### src/lspfm_pkg.sv
package lspfm_pkg;

	// ----------------------------------------
	// Register offsets
	// ----------------------------------------
	localparam logic [7:0] REG_SYS_IO_CFG  = 8'h5C;
	localparam logic [7:0] REG_KBC_BASE_LO = 8'h60;
	localparam logic [7:0] REG_KBC_BASE_HI = 8'h61;
	localparam logic [7:0] REG_ROM_LO      = 8'h62;
	localparam logic [7:0] REG_ROM_HI      = 8'h63;
	localparam logic [7:0] REG_USB_CTL     = 8'h64;
	localparam logic [7:0] REG_IRQ_STAT    = 8'h65;
	localparam logic [7:0] REG_IRQ_MASK    = 8'h66;
	localparam logic [7:0] REG_PIN_STAT    = 8'h67;

	// ----------------------------------------
	// Configuration fields and reset values
	// ----------------------------------------
	localparam int CFG_PNF_SEL = 0;
	localparam int CFG_PWR_SEL = 1;
	localparam int CFG_ECP     = 2;
	localparam int CFG_VKBD    = 4;
	localparam logic [7:0]  CFG_RESET      = 8'h00;
	localparam logic [15:0] KBC_BASE_RESET = 16'h0060;
	localparam logic [7:0]  ROM_LO_RESET   = 8'h0E;
	localparam logic [7:0]  ROM_HI_RESET   = 8'h0F;
	localparam logic [1:0]  USB_CTL_RESET  = 2'h0;

	// ----------------------------------------
	// Host I/O locations
	// ----------------------------------------
	localparam logic [15:0] KBC_DATA_OFS  = 16'h0000;
	localparam logic [15:0] KBC_CMD_OFS   = 16'h0004;
	localparam logic [15:0] PM_OFS_A      = 16'h0002;
	localparam logic [15:0] PM_OFS_B      = 16'h0006;
	localparam logic [15:0] CLK_ADDR_PORT = 16'h0070;
	localparam logic [15:0] CLK_DATA_PORT = 16'h0071;

	// ----------------------------------------
	// Interrupt events
	// ----------------------------------------
	localparam int NUM_EV     = 4;
	localparam int EV_CLK_IRQ = 0;
	localparam int EV_OC1     = 1;
	localparam int EV_OC2     = 2;
	localparam int EV_USB_ACT = 3;

	// ----------------------------------------
	// Synchroniser bit positions
	// ----------------------------------------
	localparam int SYNC_W    = 17;
	localparam int SY_PD     = 0;
	localparam int SY_CTL    = 8;
	localparam int SY_STRAP  = 13;
	localparam int SY_CLKIRQ = 14;
	localparam int SY_OC     = 15;
	// Over-current bits reset to their idle low level so no false event follows reset
	localparam logic [16:0] SYNC_RESET = 17'h07FFF;

	// ----------------------------------------
	// Shared pin groups
	// ----------------------------------------
	localparam int CTL_ACK  = 0;
	localparam int CTL_BUSY = 1;
	localparam int CTL_PE   = 2;
	localparam int CTL_SLCT = 3;
	localparam int CTL_ERR  = 4;
	localparam int OUT_STB  = 0;
	localparam int OUT_PRINTER_SELECT_IN_N = 1;
	localparam int OUT_INIT = 2;
	localparam int OUT_AFD  = 3;
	localparam int FO_DENS1 = 0;
	localparam int FO_DS1   = 1;
	localparam int FO_MOTOR_ON_1_N  = 2;
	localparam int FO_WDATA = 3;
	localparam int FO_WRITE_GATE_N = 4;
	localparam int FO_HEAD_SEL_N = 5;
	localparam int FO_STEP  = 6;
	localparam int FO_DIR   = 7;
	localparam int FO_DENS0 = 8;
	localparam int PD_DENS1 = 6;
	localparam logic [7:0] PD_FLOPPY_OE_N = 8'hBF;

	typedef enum logic {ROUTE_PRINTER, ROUTE_FLOPPY} lspfm_route_type;

endpackage

### src/lspfm_sync.sv
`timescale 1ns/10ps
module lspfm_sync
	import lspfm_pkg::*;
#(
	parameter int          W       = 1,
	parameter logic [W-1:0] RST_VAL = '1
) (
	// Clock and reset
	input  wire logic         clock,
	input  wire logic         rst_n,
	// Data
	input  wire logic [W-1:0] async_in,
	output logic      [W-1:0] sync_out
);

	logic [W-1:0] ff1_q;
	logic [W-1:0] ff2_q;
	logic [W-1:0] ff3_q;

	// ----------------------------------------
	// Three stages, change taken when two agree
	// ----------------------------------------
	for (genvar i = 0; i < W; i++) begin : g_bit
		always_ff @(posedge clock) begin
			if (!rst_n) begin
				ff1_q[i]    <= RST_VAL[i];
				ff2_q[i]    <= RST_VAL[i];
				ff3_q[i]    <= RST_VAL[i];
				sync_out[i] <= RST_VAL[i];
			end else begin
				ff1_q[i] <= async_in[i];
				ff2_q[i] <= ff1_q[i];
				ff3_q[i] <= ff2_q[i];
				if (ff2_q[i] == ff3_q[i]) begin
					sync_out[i] <= ff3_q[i];
				end
			end
		end
	end

endmodule // lspfm_sync

### src/lspfm_pin_mux.sv
`timescale 1ns/10ps
module lspfm_pin_mux
	import lspfm_pkg::*;
(
	// Clock and reset
	input  wire logic       clock,
	input  wire logic       rst_n,
	// Routing choice
	input  wire logic       floppy,
	input  wire logic       ecp,
	// Parallel and floppy cores
	input  wire logic [7:0] pp_data_out,
	input  wire logic       pp_data_drive,
	input  wire logic [3:0] pp_ctl_out,
	input  wire logic [2:0] ecp_out,
	input  wire logic [8:0] fdc_out,
	output logic      [7:0] pp_data_in,
	output logic      [4:0] pp_status,
	output logic      [7:0] fdc_in,
	// Shared pins
	input  wire logic [7:0] pd_in,
	input  wire logic [4:0] ctl_in,
	output logic      [7:0] pd_out,
	output logic      [7:0] pd_oe_n,
	output logic      [4:0] ctl_out,
	output logic      [4:0] ctl_oe_n,
	output logic      [3:0] out_pins
);

	// ----------------------------------------
	// Pin drive
	// ----------------------------------------
	// Data and status pins start undriven and the four output pins start high, so neither a printer nor a drive sees a glitch at reset
	always_ff @(posedge clock) begin
		if (!rst_n) begin
			pd_out   <= 8'h00;
			pd_oe_n  <= 8'hFF;
			ctl_out  <= 5'h1F;
			ctl_oe_n <= 5'h1F;
			out_pins <= 4'hF;
		end else if (floppy) begin
			pd_out             <= 8'h00;
			pd_out[PD_DENS1]   <= fdc_out[FO_DENS1];
			pd_oe_n            <= PD_FLOPPY_OE_N;
			ctl_out[CTL_ACK]   <= fdc_out[FO_DS1];
			ctl_out[CTL_BUSY]  <= fdc_out[FO_MOTOR_ON_1_N];
			ctl_out[CTL_PE]    <= fdc_out[FO_WDATA];
			ctl_out[CTL_SLCT]  <= fdc_out[FO_WRITE_GATE_N];
			ctl_out[CTL_ERR]   <= fdc_out[FO_HEAD_SEL_N];
			ctl_oe_n           <= 5'h00;
			out_pins[OUT_STB]  <= 1'b1;
			out_pins[OUT_PRINTER_SELECT_IN_N] <= fdc_out[FO_STEP];
			out_pins[OUT_INIT] <= fdc_out[FO_DIR];
			out_pins[OUT_AFD]  <= fdc_out[FO_DENS0];
		end else begin
			pd_out             <= pp_data_out;
			pd_oe_n            <= {8{!pp_data_drive}};
			ctl_out            <= 5'h1F;
			ctl_oe_n           <= 5'h1F;
			out_pins[OUT_STB]  <= ecp ? ecp_out[0] : pp_ctl_out[OUT_STB];
			out_pins[OUT_PRINTER_SELECT_IN_N] <= ecp ? ecp_out[1] : pp_ctl_out[OUT_PRINTER_SELECT_IN_N];
			out_pins[OUT_INIT] <= pp_ctl_out[OUT_INIT];
			out_pins[OUT_AFD]  <= ecp ? ecp_out[2] : pp_ctl_out[OUT_AFD];
		end
	end

	// ----------------------------------------
	// Inputs back to the cores
	// ----------------------------------------
	always_ff @(posedge clock) begin
		if (!rst_n) begin
			pp_data_in <= 8'h00;
			pp_status  <= 5'h00;
			fdc_in     <= 8'hFF;
		end else begin
			pp_data_in <= floppy ? 8'h00 : pd_in;
			pp_status  <= floppy ? 5'h00 : ctl_in;
			fdc_in     <= floppy ? (pd_in & PD_FLOPPY_OE_N) : 8'hBF;
		end
	end

endmodule // lspfm_pin_mux

### src/lspfm_top.sv
// The implementer's own choice: the address-and-strobe port.
`timescale 1ns/10ps
module lspfm_top
	import lspfm_pkg::*;
(
	// Clock and reset
	input  wire logic        clock,
	input  wire logic        rst_n,
	// Register port
	input  wire logic [7:0]  reg_addr,
	input  wire logic [7:0]  reg_wdata,
	input  wire logic        reg_wr,
	input  wire logic        reg_rd,
	output logic      [7:0]  reg_rdata,
	output logic             irq,
	// Host cycles
	input  wire logic [23:0] host_addr,
	input  wire logic        host_io_cyc,
	input  wire logic        host_mem_cyc,
	input  wire logic        host_write,
	// Selects and strobes
	output logic             kbd_ctrl_select_n,
	output logic             clock_addr_latch,
	output logic             clock_chip_select_n,
	output logic             boot_rom_select_n,
	input  wire logic        clock_irq_n,
	// USB root hub
	input  wire logic [1:0]  hc_port_power,
	input  wire logic        hc_activity,
	input  wire logic [1:0]  port_overcurrent_in,
	output logic      [1:0]  port_power_ctl_n,
	output logic      [1:0]  hc_overcurrent,
	output logic             usb_activity,
	// Strap
	input  wire logic        printer_not_floppy_strap,
	// Shared printer and floppy pins
	input  wire logic [7:0]  pd_in,
	output logic      [7:0]  pd_out,
	output logic      [7:0]  pd_oe_n,
	input  wire logic [4:0]  ctl_in,
	output logic      [4:0]  ctl_out,
	output logic      [4:0]  ctl_oe_n,
	output logic      [3:0]  out_pins,
	// Parallel and floppy cores
	input  wire logic [7:0]  pp_data_out,
	input  wire logic        pp_data_drive,
	input  wire logic [3:0]  pp_ctl_out,
	input  wire logic [2:0]  ecp_out,
	input  wire logic [8:0]  fdc_out,
	output logic      [7:0]  pp_data_in,
	output logic      [4:0]  pp_status,
	output logic      [7:0]  fdc_in
);

	// ----------------------------------------
	// Declarations
	// ----------------------------------------
	logic [7:0]        cfg_q;
	logic [15:0]       kbd_ctrl_base_q;
	logic [7:0]        rom_lo_q;
	logic [7:0]        rom_hi_q;
	logic [1:0]        usb_ctl_q;
	logic [NUM_EV-1:0] stat_q;
	logic [NUM_EV-1:0] stat_d;
	logic [NUM_EV-1:0] mask_q;
	logic [NUM_EV-1:0] ev;
	logic [SYNC_W-1:0] sync_out;
	logic              clk_irq_prev_q;
	logic [1:0]        oc_prev_q;
	logic              act_prev_q;
	lspfm_route_type   route_q;
	logic              kbd_hit;
	logic              pm_hit;
	logic              clk_hit;
	logic              rom_hit;
	logic              latch_hit;

	// Exact 16-bit I/O port compare, shared by every select except the boot ROM range
	function automatic logic io_hit(input logic [23:0] a, input logic [15:0] port);
		return a[15:0] == port;
	endfunction

	// ----------------------------------------
	// Input synchronisers
	// ----------------------------------------
	lspfm_sync #(
		.W       (SYNC_W),
		.RST_VAL (SYNC_RESET)
	) u_sync (
		.clock    (clock),
		.rst_n    (rst_n),
		.async_in ({port_overcurrent_in, clock_irq_n, printer_not_floppy_strap, ctl_in, pd_in}),
		.sync_out (sync_out)
	);

	// ----------------------------------------
	// Host address decode
	// ----------------------------------------
	always_comb begin
		kbd_hit = io_hit(host_addr, 16'(kbd_ctrl_base_q + KBC_DATA_OFS))
			|| io_hit(host_addr, 16'(kbd_ctrl_base_q + KBC_CMD_OFS));
		pm_hit = io_hit(host_addr, 16'(kbd_ctrl_base_q + PM_OFS_A))
			|| io_hit(host_addr, 16'(kbd_ctrl_base_q + PM_OFS_B));
		clk_hit = io_hit(host_addr, CLK_DATA_PORT)
			|| (cfg_q[CFG_VKBD] && io_hit(host_addr, CLK_ADDR_PORT));
		latch_hit = host_write && io_hit(host_addr, CLK_ADDR_PORT);
		rom_hit = (host_addr[23:16] >= rom_lo_q) && (host_addr[23:16] <= rom_hi_q);
	end

	// ----------------------------------------
	// Chip selects and strobes
	// ----------------------------------------
	// Registered one cycle behind the host cycle so the pins never glitch on decode
	always_ff @(posedge clock) begin
		if (!rst_n) begin
			kbd_ctrl_select_n   <= 1'b1;
			clock_addr_latch    <= 1'b0;
			clock_chip_select_n <= 1'b1;
			boot_rom_select_n   <= 1'b1;
		end else begin
			kbd_ctrl_select_n   <= !(host_io_cyc && kbd_hit);
			clock_chip_select_n <= !(host_io_cyc && clk_hit);
			boot_rom_select_n   <= !(host_mem_cyc && rom_hit);
			if (cfg_q[CFG_PWR_SEL]) begin
				clock_addr_latch <= !(host_io_cyc && pm_hit);
			end else begin
				clock_addr_latch <= host_io_cyc && latch_hit;
			end
		end
	end

	// ----------------------------------------
	// USB root hub pins
	// ----------------------------------------
	always_ff @(posedge clock) begin
		if (!rst_n) begin
			port_power_ctl_n <= 2'h3;
			hc_overcurrent   <= 2'h0;
			usb_activity     <= 1'b0;
		end else begin
			port_power_ctl_n <= ~(hc_port_power & usb_ctl_q);
			hc_overcurrent   <= sync_out[SY_OC +: 2];
			usb_activity     <= hc_activity;
		end
	end

	// ----------------------------------------
	// Routing choice
	// ----------------------------------------
	// Strap is looked at only through the select bit, so a floating strap is harmless
	always_ff @(posedge clock) begin
		if (!rst_n) begin
			route_q <= ROUTE_PRINTER;
		end else if (cfg_q[CFG_PNF_SEL] && !sync_out[SY_STRAP]) begin
			route_q <= ROUTE_FLOPPY;
		end else begin
			route_q <= ROUTE_PRINTER;
		end
	end

	lspfm_pin_mux u_pin_mux (
		.clock         (clock),
		.rst_n         (rst_n),
		.floppy        (route_q == ROUTE_FLOPPY),
		.ecp           (cfg_q[CFG_ECP]),
		.pp_data_out   (pp_data_out),
		.pp_data_drive (pp_data_drive),
		.pp_ctl_out    (pp_ctl_out),
		.ecp_out       (ecp_out),
		.fdc_out       (fdc_out),
		.pp_data_in    (pp_data_in),
		.pp_status     (pp_status),
		.fdc_in        (fdc_in),
		.pd_in         (sync_out[SY_PD +: 8]),
		.ctl_in        (sync_out[SY_CTL +: 5]),
		.pd_out        (pd_out),
		.pd_oe_n       (pd_oe_n),
		.ctl_out       (ctl_out),
		.ctl_oe_n      (ctl_oe_n),
		.out_pins      (out_pins)
	);

	// ----------------------------------------
	// Event detection
	// ----------------------------------------
	always_ff @(posedge clock) begin
		if (!rst_n) begin
			clk_irq_prev_q <= 1'b1;
			oc_prev_q      <= 2'h0;
			act_prev_q     <= 1'b0;
		end else begin
			clk_irq_prev_q <= sync_out[SY_CLKIRQ];
			oc_prev_q      <= sync_out[SY_OC +: 2];
			act_prev_q     <= hc_activity;
		end
	end

	always_comb begin
		ev             = '0;
		ev[EV_CLK_IRQ] = clk_irq_prev_q && !sync_out[SY_CLKIRQ];
		ev[EV_OC1]     = !oc_prev_q[0] && sync_out[SY_OC];
		ev[EV_OC2]     = !oc_prev_q[1] && sync_out[SY_OC + 1];
		ev[EV_USB_ACT] = !act_prev_q && hc_activity;
	end

	// ----------------------------------------
	// Interrupt status and mask
	// ----------------------------------------
	// Set wins over a write-one-to-clear in the same cycle
	always_comb begin
		stat_d = stat_q;
		if (reg_wr && reg_addr == REG_IRQ_STAT) begin
			stat_d = stat_d & ~reg_wdata[NUM_EV-1:0];
		end
		stat_d = stat_d | ev;
	end

	always_ff @(posedge clock) begin
		if (!rst_n) begin
			stat_q <= '0;
			irq    <= 1'b0;
		end else begin
			stat_q <= stat_d;
			irq    <= |(stat_d & mask_q);
		end
	end

	// ----------------------------------------
	// Register writes
	// ----------------------------------------
	always_ff @(posedge clock) begin
		if (!rst_n) begin
			cfg_q           <= CFG_RESET;
			kbd_ctrl_base_q <= KBC_BASE_RESET;
			rom_lo_q        <= ROM_LO_RESET;
			rom_hi_q        <= ROM_HI_RESET;
			usb_ctl_q       <= USB_CTL_RESET;
			mask_q          <= '0;
		end else if (reg_wr) begin
			case (reg_addr)
				REG_SYS_IO_CFG:  cfg_q                 <= reg_wdata;
				REG_KBC_BASE_LO: kbd_ctrl_base_q[7:0]  <= reg_wdata;
				REG_KBC_BASE_HI: kbd_ctrl_base_q[15:8] <= reg_wdata;
				REG_ROM_LO:      rom_lo_q              <= reg_wdata;
				REG_ROM_HI:      rom_hi_q              <= reg_wdata;
				REG_USB_CTL:     usb_ctl_q             <= reg_wdata[1:0];
				REG_IRQ_MASK:    mask_q                <= reg_wdata[NUM_EV-1:0];
				default:         cfg_q                 <= cfg_q;
			endcase
		end
	end

	// ----------------------------------------
	// Register reads
	// ----------------------------------------
	// Data stands only in the cycle after each reg_rd cycle; unmapped offsets read zero
	always_ff @(posedge clock) begin
		if (!rst_n || !reg_rd) begin
			reg_rdata <= 8'h00;
		end else begin
			case (reg_addr)
				REG_SYS_IO_CFG:  reg_rdata <= cfg_q;
				REG_KBC_BASE_LO: reg_rdata <= kbd_ctrl_base_q[7:0];
				REG_KBC_BASE_HI: reg_rdata <= kbd_ctrl_base_q[15:8];
				REG_ROM_LO:      reg_rdata <= rom_lo_q;
				REG_ROM_HI:      reg_rdata <= rom_hi_q;
				REG_USB_CTL:     reg_rdata <= {6'h00, usb_ctl_q};
				REG_IRQ_STAT:    reg_rdata <= {4'h0, stat_q};
				REG_IRQ_MASK:    reg_rdata <= {4'h0, mask_q};
				REG_PIN_STAT:    reg_rdata <= {3'h0, route_q == ROUTE_FLOPPY,
					sync_out[SY_STRAP], sync_out[SY_OC +: 2], sync_out[SY_CLKIRQ]};
				default:         reg_rdata <= 8'h00;
			endcase
		end
	end
endmodule // lspfm_top

### config.mk
export PLATFORM = sky130hd
export DESIGN_NAME = lspfm_top
export DESIGN_NICKNAME = d
export VERILOG_FILES = /design/src/lspfm_pkg.sv /design/src/lspfm_sync.sv /design/src/lspfm_pin_mux.sv /design/src/lspfm_top.sv
export SDC_FILE = /design/constraint.sdc
export NUM_CORES = 1
export LEC_CHECK = 0
export BUFFER_PORTS_ARGS = -buffer_cell sky130_fd_sc_hd__buf_4
export CORE_UTILIZATION = 55
export DETAILED_ROUTE_END_ITERATION = 12
export GPL_TIMING_DRIVEN = 0
export PLACE_DENSITY = 0.8
export SETUP_SLACK_MARGIN = 0.05
export SLEW_MARGIN = 20
export SYNTH_ARGS = -nofsm -noshare
export SYNTH_HDL_FRONTEND = slang
export SYNTH_SLANG_ARGS = --single-unit
### constraint.sdc
create_clock -name clock -period 3.1 [get_ports clock]
set_input_delay 0.62 -clock clock [delete_from_list [all_inputs] [get_ports clock]]
set_output_delay 0.62 -clock clock [all_outputs]
set_load 0.02 [all_outputs]
==> impl_metrics.ini <==
[outcome]
status = complete, no violations

[global_route]
grt_pass1_vias = 6211
grt.total_usage_pct = 27.9
antenna_found_initial = 0
grt_pass1_wl_mm = 31.2
grt_max_degree = 17
grt_remaining_overflow = 0

[logic_synthesis]
ys_seq_area_share_pct = 47.0
syn-num-nets = 921
synth_cell_types = 55
avgSynthCellArea_um2 = 9.42
yosysTopAreaCell = dfxtp_1
synth_most_common_cell = dfxtp_1
yosys_register_bits = 179
netlist.area_leader.share_pct = 47.0
syn_area_um2 = 7620
synth-async-reset-ratio_pct = 0
synth_flop_cell = dfxtp_1
yosysWarnings = 0
synthCells = 809
synthTopCellsByCount = dfxtp_1, nor2_1, nand2b_1
synth_edf_count = 0
synthTopCellsByArea = dfxtp_1, mux2i_1, nand2b_1, ha_1, nor2_1

[placement]
dp_hpwl_mm = 14.6
port_buffers = 155
gp_congestion = 0.956
detailedPlace.worstSlack_ns = 0.326

[timing]
slew_violations = 0
fmax_mhz = 381
timing.final.crit_share_pct = 84.7
slew_headroom_pct = 36.1
fin_crit_ns = 2.63
hold_violations = 0
fin_hold_ws_ns = 0.366
tightest_slew_ns = 0.951
rsz0062_at_grt = false
setup_tns_ns = 0
worst_slack_ns = 0.473
finClkSkew_ns = 0.00950
setup_viol = 0

[clock_network]
clk_pin_slew_ns = 0.07
clock_sinks = 179
cts_tree = yes
holdBufCountCts = 0
cts_resized = 0
cts_setup_buffers = 0
cts_max_path_buffers = 2
ctsHtreeMaxLevel = 4
clk_latency_ns = 0.42
numCtsBuffers = 17
clockRootBuffer = clkbuf_16

[worst_setup_path]
critPathKind = flop to flop
reg2reg_to = clock_addr_latch$_SDFF_PN0_
crit_path_end_kind = flop
cp-start-kind = flop
reg2reg_slack_ns = 0.47
r2r_start = kbd_ctrl_base_q[1]$_SDFFE_PN0P_
rr_worst_depth = 9
arrival_ns = 2.91
required_ns = 3.39
cp_max_fo = 8

[floorplan]
start_util_pct = 56.9
rows = 42
die_h_um = 120
die_width_um = 120
design.die.area_um2 = 14300
pin_count = 161
core_area_um2 = 13400

[power_and_ir_drop]
p_per_area_nw_per_um2 = 502
seqPwrFrac_pct = 49.3
p_comb_share_pct = 8.3
p_clk_share_pct = 42.3
intPower_mw = 3.66
p_leak_nw = 3.93
swShare_pct = 23.8
p_switching_mw = 1.14
power_mw = 4.80
vdd_drop_max_mv = 0.409

[detailed_routing]
met2WireLength_mm = 9.13
drtIter0Drc = 432
ant_nets = 0
top_layer = met4
firstDrtPassIters = 5
wl_met3_mm = 1.25
wl_mm = 19.7
wirelength_met1_mm = 8.77
vias = 6460
routed_via_density = 5.52
wl_per_cell_um = 16.9
drcViolationCount = 0

[layout]
synthToLayoutAreaGrowth_pct = 25.4
drive_gt1_share_pct = 22.9
final_nets = 1095
diodes = 0

[hold_path]
holdCritStartpoint = pp_data_drive
hold_path_class = input pin to flop
hold_depth = 2
whs_endpoint = u_pin_mux.pd_oe_n[0]$_SDFF_PP1_

[job]
drv_cap = 0
worst max path at each step:
| stage | start | slack [ns] | to | cells after the start |
|---|---|---|---|---|
| 6_report | kbd_ctrl_base_q[1]$_SDFFE_PN0P_ | 0.47 | clock_addr_latch$_SDFF_PN0_ | 9 |
| 2_1_floorplan | kbd_ctrl_base_q[2]$_SDFFE_PN0P_ | 0.76 | kbd_ctrl_select_n$_SDFF_PN1_ | 8 |
| 3_5_place_dp | reg_addr[2] | 0.33 | reg_rdata[1]$_SDFF_PP0_ | 6 |
| 5_1_grt | kbd_ctrl_base_q[2]$_SDFFE_PN0P_ | 0.37 | kbd_ctrl_select_n$_SDFF_PN1_ | 8 |
| 3_3_place_gp | reg_addr[7] | 0.32 | kbd_ctrl_base_q[5]$_SDFFE_PN1P_ | 7 |
| 4_1_cts | kbd_ctrl_base_q[2]$_SDFFE_PN0P_ | 0.50 | kbd_ctrl_select_n$_SDFF_PN1_ | 8 |
cells in the final DEF (no fill, tap or decap), types with 5 or more instances in the layout:
cell,Yosys,final
clkbuf_16,0,17
and2_1,29,29
o21a_1,5,5
xnor2_1,26,26
nand2b_1,51,51
mux2_2,5,5
mux2i_1,50,50
inv_1,21,21
nor3_1,9,9
ha_1,20,20
buf_4,10,165
o21ai_0,36,36
xor2_1,9,9
or2_2,12,12
buf_2,7,7
nand2_1,50,50
a21oi_1,45,45
nand3_1,28,28
and3_1,5,5
dfxtp_1,179,179
mux4_2,7,7
clkbuf_1,34,35
nor2b_1,12,12
nor4_1,7,7
or3_1,5,5
nor2_1,61,61
a22oi_1,10,10
nand4_1,13,13
through the flow:
stage	cell area [µm²]	instances	utilization, %
after global placement	9010	1140	67.2
after floorplan	7620	809	-
after global routing	9560	1170	71.3
final	9560	1170	71.3
after detailed placement	9010	1140	67.2
after CTS	9560	1170	71.3
sequential cells by signal (all words and copies together), names as in the netlist, 16 cells and up:
register,flops
u_sync.sync_out,17
u_sync.ff1_q,17
u_sync.ff2_q,17
kbd_ctrl_base_q,16
u_sync.ff3_q,17
power groups by stage:
stage | logic [mW] | clock network (mW) | registers [mW]
after floorplan | 0.176 | 0 | 2.44
after global placement | 0.393 | 0 | 2.42
after detailed placement | 0.397 | 0 | 2.42
after CTS | 0.400 | 2.05 | 2.37
after global routing | 0.431 | 2.15 | 2.37
final | 0.401 | 2.03 | 2.37
layer usage:
| layer | GRT usage [%] | up-vias |
|---|---|---|
| li1 | - | 3136 |
| met3 | 5.23 | 46 |
| met5 | 0 | - |
| met4 | 12.3 | 0 |
| met2 | 45.8 | 278 |
| met1 | 35.8 | 3000 |
cell type report:
type / count / area (µm²)
sequential: 179 / 3580
multi-input combinational: 552 / 3700
clock inverter: 12 / 123
timing repair buffer: 155 / 1160
buffer: 55 / 253
inverter: 23 / 86.3
fill: 1063 / 3840
clock buffer: 18 / 429
tap: 176 / 220
cell families (layout without fill, tap and decap cells):
family                     count (synthesis)  count (layout)  share of synthesized area, %
buffers and inverters                     78             263                          4.45
muxes                                     62              62                          9.37
and+or+nand+nor                          306             306                          21.6
adders and majority gates                 20              20                          3.28
xor gates and xnor gates                  35              35                          4.02
DFF                                      179             179                          47.0
AOI/OAI and AO/OA                        129             129                          10.3
critical path: stages (launching register included):
cell      delay (ns)
dfxtp_1         0.34
clkbuf_1        0.45
inv_1           0.10
ha_1            0.24
nand3b_1        0.26
or4_1           0.44
o21ai_0         0.23
nand4b_1        0.15
o21ai_0         0.21
a31oi_1         0.06
Power figures use the tool's default switching activity.
